## src/core/pts_pkg.sv

```systemverilog
package pts_pkg;
    // Register byte addresses (word aligned)
    localparam logic [3:0] ADDR_COUNT = 4'h0;
    localparam logic [3:0] ADDR_PERIOD = 4'h4;
    localparam logic [3:0] ADDR_CONTROL = 4'h8;
    localparam logic [3:0] ADDR_FLAG = 4'hc;
    localparam logic [3:0] ADDR_ENABLE = 4'h0;
    localparam logic [3:0] ADDR_ENABLE_B = 4'h0;
    localparam logic [4:0] ADDR_ENABLE_FULL = 5'h10;
    localparam logic [4:0] ADDR_COUNT_FULL = 5'h00;
    localparam logic [4:0] ADDR_PERIOD_FULL = 5'h04;
    localparam logic [4:0] ADDR_CONTROL_FULL = 5'h08;
    localparam logic [4:0] ADDR_FLAG_FULL = 5'h0c;
    // Control field positions
    localparam int CTL_PRE_LSB = 0;
    localparam int CTL_RUN_BIT = 2;
    localparam int CTL_POST_LSB = 3;
    localparam logic [7:0] CTL_WRITE_MASK = 8'h7f;
    // Flag / enable field positions
    localparam int FLAG_MATCH_BIT = 0;
    // Reset values
    localparam logic [7:0] COUNT_RESET = 8'h00;
    localparam logic [7:0] PERIOD_RESET = 8'hff;
    localparam logic [7:0] CONTROL_RESET = 8'h00;
    // Instruction clock = system clock / 4
    localparam logic [1:0] INSTR_DIV_LAST = 2'h3;
    // Prescale terminal counts (ratio minus one)
    localparam logic [3:0] PRE_LAST_DIV1 = 4'h0;
    localparam logic [3:0] PRE_LAST_DIV4 = 4'h3;
    localparam logic [3:0] PRE_LAST_DIV16 = 4'hf;
endpackage

```

## src/core/pts_prescaler.sv

```systemverilog
`timescale 1ns/100ps
// Instruction clock divider plus selectable prescaler
module pts_prescaler
    import pts_pkg::*;
(
    // System
    input wire logic clk,
    input wire logic rst,
    // Control
    input wire logic run,
    input wire logic clear,
    input wire logic [1:0] sel,
    // Output
    output logic tick
);
    logic [1:0] phase_reg;
    logic [1:0] phase_next;
    logic [3:0] pre_reg;
    logic [3:0] pre_next;
    logic [3:0] last;
    logic instr_tick;

    function automatic logic [3:0] pre_last(input logic [1:0] s);
        if (s[1]) begin
            return PRE_LAST_DIV16;
        end else if (s[0]) begin
            return PRE_LAST_DIV4;
        end
        return PRE_LAST_DIV1;
    endfunction

    always_comb begin
        last = pre_last(sel);
        instr_tick = (phase_reg == INSTR_DIV_LAST);
        phase_next = phase_reg + 2'h1;
        pre_next = pre_reg;
        tick = 1'b0;
        if (clear) begin
            pre_next = 4'h0;
        end else if (run && instr_tick) begin
            if (pre_reg >= last) begin
                pre_next = 4'h0;
                tick = 1'b1;
            end else begin
                pre_next = pre_reg + 4'h1;
            end
        end
    end

    always_ff @(posedge clk or posedge rst) begin
        if (rst) begin
            phase_reg <= 2'h0;
            pre_reg <= 4'h0;
        end else begin
            phase_reg <= phase_next;
            pre_reg <= pre_next;
        end
    end
endmodule

```

## src/core/pts_timer.sv

```systemverilog
// The placing of the registers and the Wishbone interface to the registers were left to the implementer.
`timescale 1ns/100ps
module pts_timer
    import pts_pkg::*;
(
    // System
    input wire logic clk,
    input wire logic rst,
    // Wishbone slave
    input wire logic cyc_i,
    input wire logic stb_i,
    input wire logic we_i,
    input wire logic [4:0] adr_i,
    input wire logic [3:0] sel_i,
    input wire logic [31:0] dat_i,
    output logic [31:0] dat_o,
    output logic ack_o,
    // Interrupt
    output logic irq
);
    // ****************************************
    // Bus decode
    // ****************************************
    logic ack_reg;
    logic ack_next;
    logic [31:0] rdata_reg;
    logic [31:0] rdata_next;
    logic req;
    logic wr_lane0;
    logic wr_count;
    logic wr_period;
    logic wr_control;
    logic wr_flag;
    logic wr_enable;

    // Only the low byte lane carries register data
    assign req = cyc_i && stb_i && !ack_reg;
    assign wr_lane0 = req && we_i && sel_i[0];
    assign wr_count = wr_lane0 && (adr_i == ADDR_COUNT_FULL);
    assign wr_period = wr_lane0 && (adr_i == ADDR_PERIOD_FULL);
    assign wr_control = wr_lane0 && (adr_i == ADDR_CONTROL_FULL);
    assign wr_flag = wr_lane0 && (adr_i == ADDR_FLAG_FULL);
    assign wr_enable = wr_lane0 && (adr_i == ADDR_ENABLE_FULL);

    // ****************************************
    // Timer state
    // ****************************************
    logic [7:0] count_reg;
    logic [7:0] count_next;
    logic [7:0] period_reg;
    logic [7:0] period_next;
    logic [6:0] control_reg;
    logic [6:0] control_next;
    logic [3:0] post_reg;
    logic [3:0] post_next;
    logic flag_reg;
    logic flag_next;
    logic enable_reg;
    logic enable_next;
    logic tick;
    logic match;
    logic post_out;
    logic scaler_clear;

    assign scaler_clear = wr_count || wr_control;

    pts_prescaler u_pre (
        .clk(clk),
        .rst(rst),
        .run(control_reg[CTL_RUN_BIT]),
        .clear(scaler_clear),
        .sel(control_reg[CTL_PRE_LSB +: 2]),
        .tick(tick)
    );

    always_comb begin
        match = (count_reg == period_reg);
        count_next = count_reg;
        post_next = post_reg;
        post_out = 1'b0;
        period_next = period_reg;
        control_next = control_reg;
        flag_next = flag_reg;
        enable_next = enable_reg;
        if (tick) begin
            if (match) begin
                count_next = 8'h00;
                if (post_reg >= control_reg[CTL_POST_LSB +: 4]) begin
                    post_next = 4'h0;
                    post_out = 1'b1;
                end else begin
                    post_next = post_reg + 4'h1;
                end
            end else begin
                count_next = count_reg + 8'h01;
            end
        end
        if (wr_count) begin
            count_next = dat_i[7:0];
        end
        if (scaler_clear) begin
            post_next = 4'h0;
        end
        if (wr_period) begin
            period_next = dat_i[7:0];
        end
        if (wr_control) begin
            control_next = dat_i[6:0] & CTL_WRITE_MASK[6:0];
        end
        if (wr_enable) begin
            enable_next = dat_i[FLAG_MATCH_BIT];
        end
        // Write one clears; a same-cycle set wins
        if (wr_flag && dat_i[FLAG_MATCH_BIT]) begin
            flag_next = 1'b0;
        end
        if (post_out) begin
            flag_next = 1'b1;
        end
    end

    always_ff @(posedge clk or posedge rst) begin
        if (rst) begin
            count_reg <= COUNT_RESET;
            period_reg <= PERIOD_RESET;
            control_reg <= CONTROL_RESET[6:0];
            post_reg <= 4'h0;
            flag_reg <= 1'b0;
            enable_reg <= 1'b0;
        end else begin
            count_reg <= count_next;
            period_reg <= period_next;
            control_reg <= control_next;
            post_reg <= post_next;
            flag_reg <= flag_next;
            enable_reg <= enable_next;
        end
    end

    assign irq = flag_reg && enable_reg;

    // ****************************************
    // Bus answer
    // ****************************************
    always_comb begin
        ack_next = req;
        rdata_next = rdata_reg;
        if (req) begin
            unique case (adr_i)
                ADDR_COUNT_FULL: rdata_next = {24'h0, count_reg};
                ADDR_PERIOD_FULL: rdata_next = {24'h0, period_reg};
                ADDR_CONTROL_FULL: rdata_next = {25'h0, control_reg};
                ADDR_FLAG_FULL: rdata_next = {31'h0, flag_reg};
                ADDR_ENABLE_FULL: rdata_next = {31'h0, enable_reg};
                default: rdata_next = 32'h0;
            endcase
        end
    end

    always_ff @(posedge clk or posedge rst) begin
        if (rst) begin
            ack_reg <= 1'b0;
            rdata_reg <= 32'h0;
        end else begin
            ack_reg <= ack_next;
            rdata_reg <= rdata_next;
        end
    end

    assign ack_o = ack_reg;
    assign dat_o = rdata_reg;
endmodule

```

## config.mk

```make
export PLATFORM = sky130hd
export DESIGN_NAME = pts_timer
export DESIGN_NICKNAME = d
export VERILOG_FILES = /design/src/core/pts_pkg.sv /design/src/core/pts_prescaler.sv /design/src/core/pts_timer.sv
export SDC_FILE = /design/constraint.sdc
export NUM_CORES = 1
export LEC_CHECK = 0
export CAP_MARGIN = 20
export CORE_MARGIN = 10
export CORE_UTILIZATION = 55
export CTS_CLUSTER_DIAMETER = 100
export DETAILED_ROUTE_END_ITERATION = 7
export DONT_BUFFER_PORTS = 1
export PLACE_DENSITY = 0.8
export RECOVER_POWER = 50
export SYNTH_ARGS = -nofsm -noshare
export SYNTH_HDL_FRONTEND = slang
export SYNTH_SLANG_ARGS = --single-unit
```

## constraint.sdc

```tcl
create_clock -name clk -period 2.1 [get_ports clk]
set_clock_uncertainty 0.1 [all_clocks]
set_input_delay 0.21 -clock clk [delete_from_list [all_inputs] [get_ports clk]]
set_output_delay 0.21 -clock clk [all_outputs]
set_load 0.01 [all_outputs]
```

Word level (Yosys, flattened, before mapping)
Cells that the tools add are included.
{ "op_classes": {"add_sub_neg": 4, "multipliers": 0, "div": 0, "n_lt_le_gt_ge": 2, "eq_ne": 6, "shifts": 0, "n_mux": 24, "n_bitwise": 0, "reduce_logical": 21} }
{ "op_table": {"columns": ["cell", "n"], "rows": [
  ["2-to-1 mux 4 bit", 10],
  ["case mux 8 bit (5 select lines)", 1],
  ["2-to-1 mux 8 bit", 3],
  ["logical AND 1 bit", 12],
  ["equality test 5 x 4 -> 1 bit, second input constant", 2],
  ["2-to-1 mux 1 bit", 10],
  ["nonzero test 2 bit", 5],
  ["adder 4 x 1 -> 4 bit, second input constant", 2],
  ["adder 8 x 1 -> 8 bit, second input constant", 1],
  ["equality test 8 bit", 1],
  ["greater-or-equal comparator 4 bit", 2],
  ["equality test 5 x 3 -> 1 bit, second input constant", 1],
  ["equality test 5 bit, second input constant", 1],
  ["zero test 5 bit", 1],
  ["adder 2 x 1 -> 2 bit, second input constant", 1],
  ["equality test 2 bit, second input constant", 1],
  ["AND reduction 2 bit", 1],
  ["zero test 1 bit", 1],
  ["logical OR 1 bit", 1]
]} }
{ "word_totals": {"register_bits": 68, "latch_bits": 0, "ramBits": 0, "romBits": 0, "input_bits": 46, "output_inout_bits": 34, "elab_cells": 67, "memories": 0} }

Depth between registers and ports, before layout
{ "depth": {"word_depth": 9, "mapped_depth": 8} }

Modules after synthesis
A second synthesis with hierarchy kept.
{ "unflattened": {"hier_cells": 294, "hier_area_um2": 2717.6} }
{ "modules_own_cells": {"columns": ["module", "n_inst", "cells_each", "area_each_um2", "seq_area_each_um2"], "rows": [
  ["pts_timer", 1, 252, 2333.5, 960.9],
  ["pts_prescaler", 1, 42, 384.1, 150.1]
]} }

Worst setup path before layout
OpenSTA, ideal clock, no wires.
{ "synth_path": {"path_type": "reg-to-reg", "startpoint": "register control_reg[0]", "endpoint": "register count_reg[7]", "setup_time_ps": 126, "arrival_time_ps": 2117, "path_slack_ps": -243, "path_stages_with_launch": 8, "n_path_buf": 0, "synth_period_minus_slack_ps": 2343, "path_cell_list": "dfrtp_1 or2_2 ha_1 o21ai_0 a211oi_2 nand2_1 a22o_1 a221o_1"} }
{ "synth_between": {"elab_chain_cells": 8} }
{ "synth_rtl": {"columns": ["element", "line", "source"], "rows": [
  ["start: declaration", "pts_timer.sv:52", "logic [6:0] control_reg;"],
  ["start signal: assignment", "pts_timer.sv:126", "control_reg <= CONTROL_RESET[6:0];"],
  ["start signal: assignment", "pts_timer.sv:133", "control_reg <= control_next;"],
  ["2-to-1 mux 1 bit", "pts_prescaler.sv:26", "end else if (s[0]) begin"],
  ["2-to-1 mux 1 bit", "pts_prescaler.sv:24", "if (s[1]) begin"],
  ["2-to-1 mux 4 bit", "pts_prescaler.sv:29", "return PRE_LAST_DIV1;"],
  ["greater-or-equal comparator 4 bit", "pts_prescaler.sv:41", "if (pre_reg >= last) begin"],
  ["2-to-1 mux 1 bit", "pts_prescaler.sv:41", null],
  ["2-to-1 mux 1 bit", "pts_prescaler.sv:40", "end else if (run && instr_tick) begin"],
  ["2-to-1 mux 1 bit", "pts_prescaler.sv:38", "if (clear) begin"],
  ["nonzero test 2 bit (no source line)", null, null],
  ["end signal: assignment", "pts_timer.sv:131", "count_reg <= count_next;"],
  ["end: declaration", "pts_timer.sv:48", "logic [7:0] count_reg;"]
]} }
Every way passes these cells.
A chain may end at the register's enable or synchronous reset.

Worst setup path in the final report
{ "layout_path": {"startpoint": "register control_reg[1]", "endpoint": "register post_reg[2]"} }
{ "layout_between": {"elab_chain_cells": 8} }
{ "layout_rtl": {"columns": ["element", "line", "source"], "rows": [
  ["2-to-1 mux 4 bit / 2-to-1 mux 1 bit (equally long branches)", "pts_prescaler.sv:24", null],
  ["2-to-1 mux 4 bit *", "pts_prescaler.sv:29", null],
  ["greater-or-equal comparator 4 bit *", "pts_prescaler.sv:41", null],
  ["2-to-1 mux 1 bit *", "pts_prescaler.sv:41", null],
  ["2-to-1 mux 1 bit *", "pts_prescaler.sv:40", null],
  ["2-to-1 mux 1 bit *", "pts_prescaler.sv:38", null],
  ["nonzero test 2 bit (no source line) *", null, null],
  ["AND reduction 2 bit (no source line) *", null, null],
  ["end signal: assignment", "pts_timer.sv:134", "post_reg <= post_next;"],
  ["end: declaration", "pts_timer.sv:54", "logic [3:0] post_reg;"]
]} }
Every way passes the cells marked *; elsewhere a longest branch is shown, timed or not.

==> impl_metrics.toml <==
[outcome]
status = "complete, but fails checks"
violations = "negative setup slack"

[layout]
finish.utilization_pct = 67.4
final_common_cell = "dfrtp_1"
finalNetCount = 374
drive_gt1_share_pct = 26.5
diodes = 0
final_cell_mix = "dfrtp_1, nand2_1, buf_4"
syn2layout_area_growth_pct = 19.2

[detailed_routing]
first_pass_iters = 4
routed_wl_mm = 6.67
dr_total_vias = 2180
drc_errors = 0
drt_iter0_markers = 163
ant_nets = 0
avgRoutedWirePerCell_um = 17.4
viasPerCell = 5.68

[setup_path]
cp_slowest_cell = "or4b_4"
crit_start = "control_reg[1]$_DFFE_PP0P_"
cp_slowest_stage_delay_ns = 0.50
cp.required_ns = 2.23
cp.arrival_ns = 2.39
rrSetupSlack_ns = -0.16
reg2reg_to = "post_reg[2]$_DFFE_PP0P_"
path_cells = "or2_4, ha_4, o21ai_4, a211oi_4, nand2_2, or4b_4, a21oi_2"
cp_max_fo = 4
crit_end = "post_reg[2]$_DFFE_PP0P_"
crit_buf_inv = 0
cp-start-kind = "flip-flop"
crit_cells = 7
crit_family = "simple AND/OR/NAND/NOR gates"
crit_type = "reg2reg"
r2r_cells = 7
crit-reg2reg-launch = "control_reg[1]$_DFFE_PP0P_"
end_kind = "flip-flop"

[sta]
period_needed_ns = 2.26
finalHoldViolations = 0
worstMarginPinSlew_ns = 1.08
fin_ws_ns = -0.158
whs_ns = 0.0278
rsz0062_at_grt = "yes"
fmaxAchievable_mhz = 443
max_slew_margin_pct = 28.1
tns_ns = -0.561
setup_viol = 8
min_period_over_period_pct = 108
maxSlewViolCount = 0

[hold_path]
hp-start = "dat_i[0]"
hold_class = "in2reg"

[floorplanning]
fp-row-count = 25
coreArea_um2 = 4720
io_pins = 80
die_width_um = 89.7
start_util_pct = 56.5
die-area_um2 = 8040
die_y_um = 89.7

[power]
pwr_density_cell_nw_per_um2 = 589
pwr-share-clk_pct = 29.9
swShare_pct = 28.8
ir_drop_uv = 292
internal_power_w = 0.00133
p_total_w = 0.00187
p_sw_w = 0.000540
seq_power_share_pct = 50.2
leakagePower_nw = 1.48
comb_power_share_pct = 19.9

[global_routing]
track_usage_pct = 17.1
grt_pass1_wl_mm = 10.6
first_global_vias = 2181
overflow = 0
antenna_found_initial = 0
grt_max_degree = 45

[synth]
yosys-top-cells-area = "dfrtp_1, dfstp_2, buf_4, ha_1, nand2_1"
syn_inst = 276
ys.flop_type = "dfrtp_1"
yosysTopAreaCell = "dfrtp_1"
ys_seq_area_share_pct = 41.6
synth_cell_types = 52
ys_warn_count = 0
synth_top_area_share_pct = 33.7
async_reset_ff_share_pct = 100
synth-edff-count = 0
avgSynthCellArea_um2 = 9.67
synth_area_um2 = 2670
synth-seq-cells = 44

[clock_network]
cts_buffers = 5
clockRootBuffer = "clkbuf_8"
cts.clk_slew.worst_paths_ns = 0.08
clk-insertion-delay-late_ns = 0.30
htreeDepth = 2
clk_path_buf_depth = 2
cts_tree = "yes"
cts_sinks = 44

[flow_run]
drv_cap = 0

[placed_design]
dp_hpwl_mm = 4.78
place_ws_ns = -0.167
gp_congestion = 0.837
portBuffers = 0
[cell type report]
class / instances / area, um2
clock buffer: 7 / 86.3
clock inverter: 1 / 7.51
fill: 363 / 1540
inverter: 11 / 41.3
multi-input combinational: 213 / 1510
sequential: 44 / 1110
tap: 67 / 83.8
timing repair buffer: 41 / 339
[how the worst min path moves through the flow]
stage | endpoint | depth (start not counted) | slack [ns]
2_1_floorplan | control_reg[0]$_DFFE_PP0P_ | 2 | 0.22
6_report | flag_reg$_DFFE_PP0P_ | 3 | 0.03
4_1_cts | flag_reg$_DFFE_PP0P_ | 3 | 0.02
3_3_place_gp | dat_o[7]$_DFFE_PP0N_ | 2 | 0.16
5_1_grt | flag_reg$_DFFE_PP0P_ | 3 | 0.06
3_5_place_dp | dat_o[1]$_DFFE_PP0N_ | 2 | 0.18
[power by group through the flow]
stage,registers (W),clock network [W],logic [W]
after floorplan,0.000955,0,0.000272
after global placement,0.000952,0,0.000321
after detailed placement,0.000956,0,0.000334
after CTS,0.000940,0.000568,0.000362
after global routing,0.000949,0.000602,0.000413
final,0.000941,0.000559,0.000373
[synth_stat cells (9+ instances only)]
master    n
ha_1     12
nand2_1  34
xnor2_1   9
dfrtp_1  36
nor2_1   15
mux2_2   10
o21ai_0  18
buf_4    24
inv_1    11
[metrics by stage]
step           std cells  instance area, um2
2_1_floorplan        299                2800
3_3_place_gp         361                2870
3_5_place_dp         361                2870
4_1_cts              380                3100
5_1_grt              384                3180
6_report             384                3180
[worst register-to-register path, cell delays in order (launching register included)]
cell	delay, ns
dfrtp_1	0.41
or2_4	0.25
ha_4	0.28
o21ai_4	0.06
a211oi_4	0.32
nand2_2	0.14
or4b_4	0.50
a21oi_2	0.14
[cell families after synthesis]
logic type	Yosys count	synth area share [%]
muxes	19	8.06
buffers and inverters	42	9.32
adders and majority gates	12	5.62
DFF	44	41.6
xor gates and xnor gates	11	3.61
and+or+nand+nor	94	18.2
AOI/OAI and AO/OA	53	13.4
other	1	0.140
[layer usage]
metal | part of all wire (%) | up-vias | track usage (%)
met2 | 46 | 91 | 27.0
met4 | 2.5 | 0 | 9.10
li1 | - | 1010 | -
met1 | 41 | 1064 | 20.2
met5 | 0 | - | 0
met3 | 10 | 15 | 5.42
[what timing repair did]
| item | 4_1_cts | 5_1_grt |
|---|---|---|
| gates cloned | 0 | 0 |
| setup buffers | 2 | 4 |
| endpoints found under the setup margin | 10 | 21 |
| resized for setup | 9 | 15 |
| endpoints found under the hold margin | 59 | 0 |
| pin swaps | 11 | 10 |
| hold buffers | 9 | 0 |
Power figures use the tool's default switching activity.
